## src/shared/ses_consts.vh

```
// constants for the status event summary block: offsets, fields, resets
// assumes a byte-addressed Avalon-MM slave with 32-bit words
`ifndef SES_CONSTS_VH
`define SES_CONSTS_VH

// register byte offsets
`define SES_OPER_COND 6'h00
`define SES_OPER_RISE 6'h04
`define SES_OPER_FALL 6'h08
`define SES_OPER_EVENT 6'h0C
`define SES_OPER_ENAB 6'h10
`define SES_QUES_COND 6'h14
`define SES_QUES_RISE 6'h18
`define SES_QUES_FALL 6'h1C
`define SES_QUES_EVENT 6'h20
`define SES_QUES_ENAB 6'h24
`define SES_STB 6'h28
`define SES_SRE 6'h2C
`define SES_CTRL 6'h30
`define SES_IRQ_STAT 6'h34
`define SES_IRQ_MASK 6'h38

// control register fields (write-only strobes)
`define SES_CTRL_CLS 0
`define SES_CTRL_PRESET 1

// status byte field positions
`define SES_STB_QUES 3
`define SES_STB_MAV 4
`define SES_STB_RQS 6
`define SES_STB_OPER 7

// interrupt status fields
`define SES_IRQ_OPER 0
`define SES_IRQ_QUES 1
`define SES_IRQ_SRQ 2

// reset values
`define SES_RISE_RESET 16'h7FFF
`define SES_FALL_RESET 16'h0000
`define SES_ENAB_RESET 16'h0000
`define SES_SRE_RESET 8'h00
`define SES_GROUP_MASK 16'h7FFF

`endif

```

## src/ses_group.v

```verilog
// one 16-bit status group: condition, transition filter, event, enable
// assumes condition inputs already synchronised to clk_sys
`timescale 1ns/1ps
`default_nettype none
`include "ses_consts.vh"

module ses_group (
    input wire clk_sys,
    input wire rstn,
    input wire [15:0] condIn,
    input wire [15:0] riseMaskIn,
    input wire [15:0] fallMaskIn,
    input wire [15:0] enableIn,
    input wire clearEvent,
    output wire [15:0] condOut,
    output reg [15:0] eventBits,
    output reg summary
);
    reg [15:0] condPrev;
    wire [15:0] hits;
    wire [15:0] next_event;

    // live condition, bit 15 forced low
    assign condOut = condIn & `SES_GROUP_MASK;
    // edge detect against last cycle, filtered per bit
    assign hits = ((condOut & ~condPrev & riseMaskIn)
                 | (~condOut & condPrev & fallMaskIn)) & `SES_GROUP_MASK;
    // new hits win over a clear in the same cycle
    assign next_event = (clearEvent ? 16'h0000 : eventBits) | hits;

    // event latch and summary
    always @(posedge clk_sys) begin
        if (!rstn) begin
            condPrev <= 16'h0000;
            eventBits <= 16'h0000;
            summary <= 1'b0;
        end else begin
            condPrev <= condOut;
            eventBits <= next_event;
            summary <= |(next_event & enableIn);
        end
    end
endmodule
`default_nettype wire

```

## src/ses_sync.v

```verilog
// two-flop synchroniser for a bus of pin-level inputs
// assumes inputs are asynchronous to clk_sys
`timescale 1ns/1ps
`default_nettype none

module ses_sync (
    input wire clk_sys,
    input wire rstn,
    input wire [32:0] async,
    output reg [32:0] synced
);
    reg [32:0] meta;

    // first stage feeds only the second
    always @(posedge clk_sys) begin
        if (!rstn) begin
            meta <= 33'h0;
            synced <= 33'h0;
        end else begin
            meta <= async;
            synced <= meta;
        end
    end
endmodule
`default_nettype wire

```

## src/ses_top.v

```verilog
// status event summary: two 16-bit status groups, status byte, service request
// assumes an Avalon-MM master on clk_sys; condition and queue pins are asynchronous
// assumes the master holds each request until waitrequest is seen low
// unmapped offsets read zero; writes to read-only offsets are dropped
// preset reloads only the transition filters of both groups
// interrupt status bits are sticky and cleared by writing ones
//
// What this block does
// - condition registers are live and read-only
// - rising/falling masks select which edges set events
// - transition masks read-write, untouched by clear/query
// - preset: falling mask zero, rising mask all ones
// - event bits stay latched until group cleared
// - event cleared by read or clear-status, not writable
// - summary is OR of event AND enable
// - enable masks read-write, reads leave unchanged
// - every group holds all four registers
// - enabled status byte bit raises service request
// - status byte bit 4 flags output message waiting
// - enable query returns weighted sum of bits
// - read data only when the controller queries; service request and irq raised unprompted
// - bit 15 of each group reads zero
// - clearing event clears its status byte summary
`timescale 1ns/1ps
`default_nettype none
`include "ses_consts.vh"

module ses_top (
    input wire clk_sys,
    input wire rstn,
    input wire [5:0] avsAddress,
    input wire avsRead,
    input wire avsWrite,
    input wire [31:0] avsWriteData,
    input wire [3:0] avsByteEnable,
    output reg [31:0] avsReadData,
    output reg avsWaitRequest,
    input wire [15:0] operCondPin,
    input wire [15:0] quesCondPin,
    input wire msgWaitingPin,
    output reg serviceRequest,
    output reg irq
);
    // synchronised pins
    wire [32:0] pinsSynced;
    wire [15:0] operCond;
    wire [15:0] quesCond;
    wire msgWaiting;

    // software-visible state
    reg [15:0] operRise;
    reg [15:0] operFall;
    reg [15:0] operEnab;
    reg [15:0] quesRise;
    reg [15:0] quesFall;
    reg [15:0] quesEnab;
    reg [7:0] srvEnable;
    reg [2:0] irqStat;
    reg [2:0] irqMask;

    // bus handshake state
    reg accessDone;
    wire accessNow;
    wire wrNow;
    wire rdNow;

    // group outputs
    wire [15:0] operCondLive;
    wire [15:0] quesCondLive;
    wire [15:0] operEvent;
    wire [15:0] quesEvent;
    wire operSummary;
    wire quesSummary;
    reg clearOper;
    reg clearQues;

    // status byte
    wire [7:0] statusByte;
    wire [7:0] statusNoRqs;
    wire next_serviceRequest;
    reg [2:0] next_irqStat;
    reg [31:0] next_readData;
    reg srqPrev;

    // decoded strobes of the accepted access
    wire wrOperRise;
    wire wrOperFall;
    wire wrOperEnab;
    wire wrQuesRise;
    wire wrQuesFall;
    wire wrQuesEnab;
    wire wrSre;
    wire wrCtrl;
    wire wrIrqStat;
    wire wrIrqMask;
    wire rdOperEvent;
    wire rdQuesEvent;
    wire clsNow;
    wire presetNow;

    // byte-lane merge of a 16-bit register
    function [15:0] merge16;
        input [15:0] old;
        input [31:0] data;
        input [3:0] be;
        begin
            merge16[7:0] = be[0] ? data[7:0] : old[7:0];
            merge16[15:8] = be[1] ? data[15:8] : old[15:8];
            merge16 = merge16 & `SES_GROUP_MASK;
        end
    endfunction

    // strobe when the accepted access targets one offset
    function hitAt;
        input [5:0] addr;
        input [5:0] offset;
        input strobe;
        begin
            hitAt = strobe && (addr == offset);
        end
    endfunction

    // a 16-bit register on the 32-bit read bus, upper half zero
    function [31:0] pad16;
        input [15:0] value;
        begin
            pad16 = {16'h0000, value};
        end
    endfunction

    // all pin inputs pass two flip-flops first
    ses_sync uSync (
        .clk_sys(clk_sys),
        .rstn(rstn),
        .async({msgWaitingPin, quesCondPin, operCondPin}),
        .synced(pinsSynced)
    );
    assign operCond = pinsSynced[15:0];
    assign quesCond = pinsSynced[31:16];
    assign msgWaiting = pinsSynced[32];

    // one access per request: answer with waitrequest low one cycle later
    assign accessNow = (avsRead | avsWrite) & ~accessDone;
    assign wrNow = avsWrite & ~accessDone;
    assign rdNow = avsRead & ~accessDone;

    // address decode, one strobe per writable register
    assign wrOperRise = hitAt(avsAddress, `SES_OPER_RISE, wrNow);
    assign wrOperFall = hitAt(avsAddress, `SES_OPER_FALL, wrNow);
    assign wrOperEnab = hitAt(avsAddress, `SES_OPER_ENAB, wrNow);
    assign wrQuesRise = hitAt(avsAddress, `SES_QUES_RISE, wrNow);
    assign wrQuesFall = hitAt(avsAddress, `SES_QUES_FALL, wrNow);
    assign wrQuesEnab = hitAt(avsAddress, `SES_QUES_ENAB, wrNow);
    assign wrSre = hitAt(avsAddress, `SES_SRE, wrNow);
    assign wrCtrl = hitAt(avsAddress, `SES_CTRL, wrNow);
    assign wrIrqStat = hitAt(avsAddress, `SES_IRQ_STAT, wrNow);
    assign wrIrqMask = hitAt(avsAddress, `SES_IRQ_MASK, wrNow);
    // a read of an event register clears it
    assign rdOperEvent = hitAt(avsAddress, `SES_OPER_EVENT, rdNow);
    assign rdQuesEvent = hitAt(avsAddress, `SES_QUES_EVENT, rdNow);
    // control strobes on byte lane 0; the register itself stores nothing
    assign clsNow = wrCtrl && avsByteEnable[0] && avsWriteData[`SES_CTRL_CLS];
    assign presetNow = wrCtrl && avsByteEnable[0] && avsWriteData[`SES_CTRL_PRESET];

    // event clear strobes: read of the event register or clear-status
    always @* begin
        clearOper = 1'b0;
        clearQues = 1'b0;
        if (rdOperEvent || clsNow) begin
            clearOper = 1'b1;
        end
        if (rdQuesEvent || clsNow) begin
            clearQues = 1'b1;
        end
    end

    // each group has condition, filter, event and enable
    ses_group uOper (
        .clk_sys(clk_sys),
        .rstn(rstn),
        .condIn(operCond),
        .riseMaskIn(operRise),
        .fallMaskIn(operFall),
        .enableIn(operEnab),
        .clearEvent(clearOper),
        .condOut(operCondLive),
        .eventBits(operEvent),
        .summary(operSummary)
    );

    // questionable group, same structure
    ses_group uQues (
        .clk_sys(clk_sys),
        .rstn(rstn),
        .condIn(quesCond),
        .riseMaskIn(quesRise),
        .fallMaskIn(quesFall),
        .enableIn(quesEnab),
        .clearEvent(clearQues),
        .condOut(quesCondLive),
        .eventBits(quesEvent),
        .summary(quesSummary)
    );

    // status byte assembly; request-service bit derived from the others
    assign statusNoRqs = {operSummary, 1'b0, 1'b0, msgWaiting, quesSummary, 3'b000};
    assign next_serviceRequest = |(statusNoRqs & srvEnable & ~(8'h01 << `SES_STB_RQS));
    assign statusByte = statusNoRqs | ({7'h00, serviceRequest} << `SES_STB_RQS);

    // interrupt events: summaries while high and a rising service request
    always @* begin
        next_irqStat = irqStat;
        if (wrIrqStat && avsByteEnable[0]) begin
            next_irqStat = irqStat & ~avsWriteData[2:0];
        end
        if (operSummary) begin
            next_irqStat[`SES_IRQ_OPER] = 1'b1;
        end
        if (quesSummary) begin
            next_irqStat[`SES_IRQ_QUES] = 1'b1;
        end
        if (serviceRequest && !srqPrev) begin
            next_irqStat[`SES_IRQ_SRQ] = 1'b1;
        end
    end

    // read mux; reads never touch masks or enables
    always @* begin
        next_readData = 32'h00000000;
        case (avsAddress)
            `SES_OPER_COND: next_readData = pad16(operCondLive);
            `SES_OPER_RISE: next_readData = pad16(operRise);
            `SES_OPER_FALL: next_readData = pad16(operFall);
            `SES_OPER_EVENT: next_readData = pad16(operEvent);
            `SES_OPER_ENAB: next_readData = pad16(operEnab);
            `SES_QUES_COND: next_readData = pad16(quesCondLive);
            `SES_QUES_RISE: next_readData = pad16(quesRise);
            `SES_QUES_FALL: next_readData = pad16(quesFall);
            `SES_QUES_EVENT: next_readData = pad16(quesEvent);
            `SES_QUES_ENAB: next_readData = pad16(quesEnab);
            `SES_STB: next_readData = {24'h000000, statusByte};
            `SES_SRE: next_readData = {24'h000000, srvEnable};
            `SES_IRQ_STAT: next_readData = {29'h0000000, irqStat};
            `SES_IRQ_MASK: next_readData = {29'h0000000, irqMask};
            default: next_readData = 32'h00000000;
        endcase
    end

    // bus handshake and read data
    always @(posedge clk_sys) begin
        if (!rstn) begin
            accessDone <= 1'b0;
            avsWaitRequest <= 1'b1;
            avsReadData <= 32'h00000000;
        end else begin
            accessDone <= accessNow;
            avsWaitRequest <= ~accessNow;
            if (rdNow) begin
                avsReadData <= next_readData;
            end
        end
    end

    // operation group masks; condition and event offsets ignore writes
    always @(posedge clk_sys) begin
        if (!rstn) begin
            operRise <= `SES_RISE_RESET;
            operFall <= `SES_FALL_RESET;
            operEnab <= `SES_ENAB_RESET;
        end else begin
            if (presetNow) begin
                operFall <= `SES_FALL_RESET;
                operRise <= `SES_RISE_RESET;
            end
            if (wrOperRise) begin
                operRise <= merge16(operRise, avsWriteData, avsByteEnable);
            end
            if (wrOperFall) begin
                operFall <= merge16(operFall, avsWriteData, avsByteEnable);
            end
            if (wrOperEnab) begin
                operEnab <= merge16(operEnab, avsWriteData, avsByteEnable);
            end
        end
    end

    // questionable group masks; preset reloads the filter, not the enable
    always @(posedge clk_sys) begin
        if (!rstn) begin
            quesRise <= `SES_RISE_RESET;
            quesFall <= `SES_FALL_RESET;
            quesEnab <= `SES_ENAB_RESET;
        end else begin
            if (presetNow) begin
                quesFall <= `SES_FALL_RESET;
                quesRise <= `SES_RISE_RESET;
            end
            if (wrQuesRise) begin
                quesRise <= merge16(quesRise, avsWriteData, avsByteEnable);
            end
            if (wrQuesFall) begin
                quesFall <= merge16(quesFall, avsWriteData, avsByteEnable);
            end
            if (wrQuesEnab) begin
                quesEnab <= merge16(quesEnab, avsWriteData, avsByteEnable);
            end
        end
    end

    // service request enable and interrupt mask
    always @(posedge clk_sys) begin
        if (!rstn) begin
            srvEnable <= `SES_SRE_RESET;
            irqMask <= 3'h0;
        end else begin
            if (wrSre && avsByteEnable[0]) begin
                srvEnable <= avsWriteData[7:0] & ~(8'h01 << `SES_STB_RQS);
            end
            if (wrIrqMask && avsByteEnable[0]) begin
                irqMask <= avsWriteData[2:0];
            end
        end
    end

    // outputs straight from flip-flops
    always @(posedge clk_sys) begin
        if (!rstn) begin
            serviceRequest <= 1'b0;
            srqPrev <= 1'b0;
            irqStat <= 3'h0;
            irq <= 1'b0;
        end else begin
            serviceRequest <= next_serviceRequest;
            srqPrev <= serviceRequest;
            irqStat <= next_irqStat;
            irq <= |(next_irqStat & irqMask);
        end
    end
endmodule
`default_nettype wire

```

## config.mk

```make
export PLATFORM = sky130hd
export DESIGN_NAME = ses_top
export DESIGN_NICKNAME = d
export VERILOG_FILES = /design/src/ses_group.v /design/src/ses_sync.v /design/src/ses_top.v
export VERILOG_INCLUDE_DIRS = /design/src /design/src/shared
export SDC_FILE = /design/constraint.sdc
export NUM_CORES = 1
export LEC_CHECK = 0
export BUFFER_PORTS_ARGS = -buffer_cell sky130_fd_sc_hd__buf_2
export CAP_MARGIN = 25
export CORE_MARGIN = 3
export CORE_UTILIZATION = 45
export DETAILED_ROUTE_END_ITERATION = 6
export GPL_TIMING_DRIVEN = 0
export PLACE_DENSITY = 0.67
export SYNTH_ARGS = -nofsm -noshare
export SYNTH_HDL_FRONTEND = slang
export SYNTH_HIERARCHICAL = 1
export SYNTH_SLANG_ARGS = --single-unit
```

## constraint.sdc

```tcl
create_clock -name clk_sys -period 3.15 [get_ports clk_sys]
set_clock_uncertainty 0.2 [all_clocks]
set_input_delay 0.315 -clock clk_sys [delete_from_list [all_inputs] [get_ports clk_sys]]
set_output_delay 0.315 -clock clk_sys [all_outputs]
set_load 0.05 [all_outputs]
```

# Yosys cells after proc, flatten, opt, wreduce, memory -nomap -nowiden
# Index checks and enable logic that the tools add are counted.
# W data, S select, Z words.
dict set report word_totals {
  output_inout_bits 35
  inputBits 79
  word_cells 140
  reg_bits 270
}
dict set report op_classes {
  mux 17
  n_reduce_logical 43
  eq_ne 22
  bitwise 29
}
# cell count
set ops {}
lappend ops {{$pmux W16 S14} 1}
lappend ops {{$and A15 B15 Y15} 8}
lappend ops {{$mux W15} 6}
lappend ops {{$not A15 Y15} 4}
lappend ops {{$eq A6 B6 Y1 const B} 7}
lappend ops {{$and A16 B15 Y16} 2}
lappend ops {{$mux W16} 2}
lappend ops {{$or A16 B15 Y16} 2}
lappend ops {{$reduce_or A16 Y1} 2}
lappend ops {{$or A15 B15 Y15} 2}
lappend ops {{$eq A6 B5 Y1 const B} 4}
lappend ops {{$reduce_and A2 Y1} 12}
lappend ops {{$logic_and A1 B1 Y1} 19}
lappend ops {{$ne A2 B2 Y1 const B} 8}
lappend ops {{$eq A6 B4 Y1 const B} 2}
lappend ops {{$and A8 B8 Y8} 1}
lappend ops {{$mux W8} 1}
lappend ops {{$or A8 B7 Y8} 1}
lappend ops {{$reduce_bool A2 Y1} 4}
lappend ops {{$mux W7} 1}
lappend ops {{$reduce_or A7 Y1} 1}
lappend ops {{$and A3 B3 Y3} 2}
lappend ops {{$eq A6 B3 Y1 const B} 1}
lappend ops {{$logic_not A6 Y1} 1}
lappend ops {{other kinds (9)} 17}

# Depth between registers and ports, before layout
dict set report logic_depth {
  word_depth 11
  depth_mapped 8
  mapped_depth_nobuf 6
}

# Cells and area by module
# The synthesis kept the hierarchy.
# module area_per_inst_um2 n_inst seq_area_each_um2 cells_per_inst
set modules_own_cells {}
lappend modules_own_cells {ses_top 6535.0 1 2482.4 746}
lappend modules_own_cells {ses_group 1503.9 2 640.6 165}
lappend modules_own_cells {ses_sync 1800.5 1 1321.3 139}

# Worst setup path after synthesis
# No wires, ideal clock.
dict set report synth_path {
  path_kind {input-to-reg}
  start {input port avsAddress[0]}
  end {register uOper.summary}
  path_stages 7
  path_slack_ps 460
  setup_time_ps 120
  path_buffers 3
  arrival_ps 2370
  required_ps 2830
  cell_sequence {buf_2 > or4_1 > buf_2 > o32ai_1 > buf_2 > a31oi_1 > o31a_1}
}
dict set report synth_via {
  elab_chain_cells 10
  elab_cells_between_ends 12
  classes_between {2 x eq/ne; 2 x mux; 2 x bitwise; 6 x reduce/logical}
}
# item line
set synth_rtl {}
lappend synth_rtl {{start, declared} ses_top.v:31} ;# input wire [5:0] avsAddress,
lappend synth_rtl {{$eq A6 B6 Y1} ses_top.v:119} ;# hitAt = strobe && (addr == offset);
lappend synth_rtl {{$logic_and A1 B1 Y1} ses_top.v:119}
lappend synth_rtl {{$logic_and A1 B1 Y1 (2 in series)} ses_top.v:162} ;# assign clsNow = wrCtrl && avsByteEnable[0] && avsWriteData[`SES_CTRL_CLS];
lappend synth_rtl {{$logic_or A1 B1 Y1 *} ses_top.v:169} ;# if (rdOperEvent || clsNow) begin
lappend synth_rtl {{$mux W1 *} ses_top.v:169}
lappend synth_rtl {{named net clearOper} ses_top.v:74} ;# reg clearOper;
lappend synth_rtl {{$mux W16 *} ses_group.v:29} ;# assign next_event = (clearEvent ? 16'h0000 : eventBits) | hits;
lappend synth_rtl {{$or A16 B15 Y16 *} ses_group.v:29}
lappend synth_rtl {{$and A16 B15 Y16 *} ses_group.v:40} ;# summary <= |(next_event & enableIn);
lappend synth_rtl {{$reduce_or A16 Y1 *} ses_group.v:40}
lappend synth_rtl {{end signal, assigned} ses_group.v:40}
lappend synth_rtl {{end, declared} ses_group.v:17} ;# output reg summary
# Mark *: on every way through the listed nets, which the timed path passes. The rest lies on a longest branch.
# A chain may end at the register's enable or synchronous reset.

# Worst setup path in the final report
dict set report layout_path {
  start {input port avsAddress[3]}
  end {register uOper.summary}
}
# Same word-level chain as after synthesis.

==> summary.md <==
| Metric | Value |
|---|---|
| Status | `finished clean` |
| Fin cells | `around 1700` |
| Fin crit share | `about 90%` |
| Final hold vios | `0` |
| CP Launch Point | `avsAddress[3]` |
| Hold Crit Class | `input port to flop` |
| CP arrival | `3150 ps` |
| Largest net degree at the start of global routing | `15` |
| FF-to-FF Start | `accessDone$_SDFF_PN0_` |
| Power per cell area | `around 540 nW/µm²` |
| Drt first pass iters | `5` |
| Crit-path max FO | `10` |
| Hold Path Depth | `3` |
| First-pass GRT wire length | `57800 µm` |
| CTS root buf | `clkbuf_16` |
| Maximum vdd drop | `0.380 mV` |
| Reg-to-reg endpoint | `uOper/summary$_SDFF_PN0_` |
| Clock sinks | `250` |
| Yosys warning total | `6` |
| CTS buffer count | `27` |
| Port Buf Inserts | `72` |
| Total core area | `around 24000 µm²` |
| Layout area overhead | `20.2%` |
| Setup slack at placement | `-446 ps` |
| Crit path capture type | `flop` |
| Clock power share | `a little under half` |
| WL final | `39900 µm` |
| Sw Pwr | `between 1.5 and 2 mW` |
| Post-synthesis cell area | `11200 µm²` |
| Comb pwr share | `under 10%` |
| Internal power | `5.56 mW` |
| Clock Tree Buf Depth | `3` |
| # setup viols final | `0` |
| Ports | `between 100 and 150` |
| Placed insts | `1621` |
| Worst Tran Pin Value | `970 ps` |
| FF-to-FF path depth | `7` |
| Grt ovf | `0` |
| Critical path required time | `~3400 ps` |
| LEAKAGE | `5.39 nW` |
| Total of max-cap violations | `0` |
| Initial antenna violation count | `1` |
| Pwr Total | `7.33 mW` |
| F_max | `343 MHz` |
| Hold WS | `67.3 ps` |
| Period minus WS final | `2920 ps` |
| DRC | `0` |
| Cell Rows | `57` |
| Core Util, Final | `55.2%` |
| DIE AREA | `26900 µm²` |
| GRT Resource Usage Total | `between 20 and 30%` |
| Filler instances | `2248` |
| Setup repair after global routing missed its margin | `no` |
| Total inserted antenna cells | `0` |
| CTS tree | `done` |
| Cells after Synth | `between 1000 and 1500` |
| H-tree levels | `1` |
| Die height | `164 µm` |
| Setup crit end | `uOper/summary$_SDFF_PN0_` |
| Reg power frac | `44.9%` |
| Reg clk slew, reported paths | `around 60 ps` |
| Dpl hpwl | `29300 µm` |
| Antenna-violating nets left | `0` |
| Avg WL per Cell | `~23 µm` |
| Via count | `10100` |
| Min setup slack post-route | `approximately 230 ps` |
| Skew-Pair Late Insertion Delay | `540 ps` |
| Setup TNS | `0 ps` |
| Worst setup SP type | `input port` |
| Layout cells sized above 1 | `between 15 and 20%` |
| Switching portion of total power | `24.1%` |
| FF-to-FF setup slack | `between 200 and 300 ps` |
| Die W | `164 µm` |
| DRT iter0 DRCs | `1255` |
| Initial core utilization | `45.9%` |
| Vias in the first global route | `around 9300` |
| Placed Instance Area | `approximately 12000 µm²` |
| Nets | `approximately 1500` |
| Final Slew Violations | `0` |
| Crit Path Category | `input port to flop` |
| Design area | `13500 µm²` |
| Routability cong. | `~1` |
| Average size of a mapped cell | `~9.3 µm²` |
| Max-slew headroom | `between 30% and 40%` |
| Via density | `5.89` |
[what timing repair did]
action / CTS / global route
endpoints found under the hold margin: 99 / 0
hold buffers: 45 / 0
setup buffers: 0 / 2
resized for setup: 0 / 1
endpoints found under the setup margin: 0 / 7
[how the worst min path moves through the flow]
stage | start | endpoint
finish | avsWriteData[1] | irqStat[1]$_SDFF_PN0_
global placement | uSync/meta[12]$_SDFF_PN0_ | uSync/synced[12]$_SDFF_PN0_
floorplan | uSync/meta[0]$_SDFF_PN0_ | uSync/synced[0]$_SDFF_PN0_
CTS | avsWriteData[1] | irqStat[1]$_SDFF_PN0_
global route | avsWriteData[1] | irqStat[1]$_SDFF_PN0_
detailed placement | uSync/meta[16]$_SDFF_PN0_ | uSync/synced[16]$_SDFF_PN0_
[power groups by stage]
| stage | Sequential [mW] | Combinational (mW) | Clock, mW |
|---|---|---|---|
| floorplan | 3.34 | 0.348 | 0 |
| global placement | 3.36 | 0.549 | 0 |
| detailed placement | 3.36 | 0.552 | 0 |
| CTS | 3.29 | 0.596 | 3.46 |
| global route | 3.30 | 0.642 | 3.57 |
| finish | 3.29 | 0.612 | 3.43 |
[registers in the layout, indices dropped and copies added, names as in the netlist, 3 cells and up]
signal and flops:
avsReadData 16, irqMask 3, irqStat 3, operEnab 15, operFall 15, operRise 15, quesEnab 15, quesFall 15
quesRise 15, srvEnable 7, uOper/condPrev 15, uOper/eventBits 16, uQues/condPrev 15, uQues/eventBits 16, uSync/meta 31, uSync/synced 31
[cell type report]
cell class              count  area [µm²]  area share, %
multi-input cells         847        5570           41.2
flip-flops and latches    250        5000           37.0
repair buffers            120         831           6.15
clock buffers              38         797           5.90
plain buffers             122         716           5.30
well taps                 324         405           3.00
clock inverters            12         170           1.26
inverters                   5        18.8          0.139
[routing by layer]
metal | GRT usage [%] | up-vias | routed length (µm)
met5 | 2.46 | - | 89
met4 | 11.9 | 2 | 1710
met3 | 6.63 | 109 | 4040
met2 | 43.8 | 592 | 17000
met1 | 40.0 | 4856 | 17000
li1 | - | 4560 | -
[worst max-delay path: stages]
cell and delay [ps]:
buf_2 120, buf_2 240, nor2_1 490, clkbuf_1 620, nand2_1 140, o32ai_2 290
buf_2 290, buf_2 260, a31oi_1 70, o31a_1 300
[cell usage in the layout (no fill, tap or decap), drive strengths merged, types with 3 or more instances in the layout]
| cell | n |
|---|---|
| o22ai | 3 |
| a222oi | 3 |
| nand3b | 35 |
| clkbuf | 78 |
| a31oi | 9 |
| o21a | 32 |
| nor2b | 72 |
| nor2 | 19 |
| mux2 | 11 |
| mux4 | 7 |
| and2 | 109 |
| a21oi | 15 |
| inv | 7 |
| nand3 | 69 |
| a221oi | 18 |
| nor4 | 3 |
| nand2b | 3 |
| conb | 20 |
| a22o | 17 |
| a2111oi | 6 |
| nand4 | 15 |
| nor3 | 26 |
| dfxtp | 250 |
| dlygate4sd3 | 45 |
| clkinv | 5 |
| nand2 | 126 |
| o2bb2ai | 5 |
| and3b | 4 |
| buf | 157 |
| a32o | 4 |
| a22oi | 24 |
| and3 | 18 |
| mux2i | 55 |
| a21boi | 24 |
| o21ai | 61 |
| bufinv | 4 |
| a311oi | 4 |
Power figures use the tool's default switching activity.
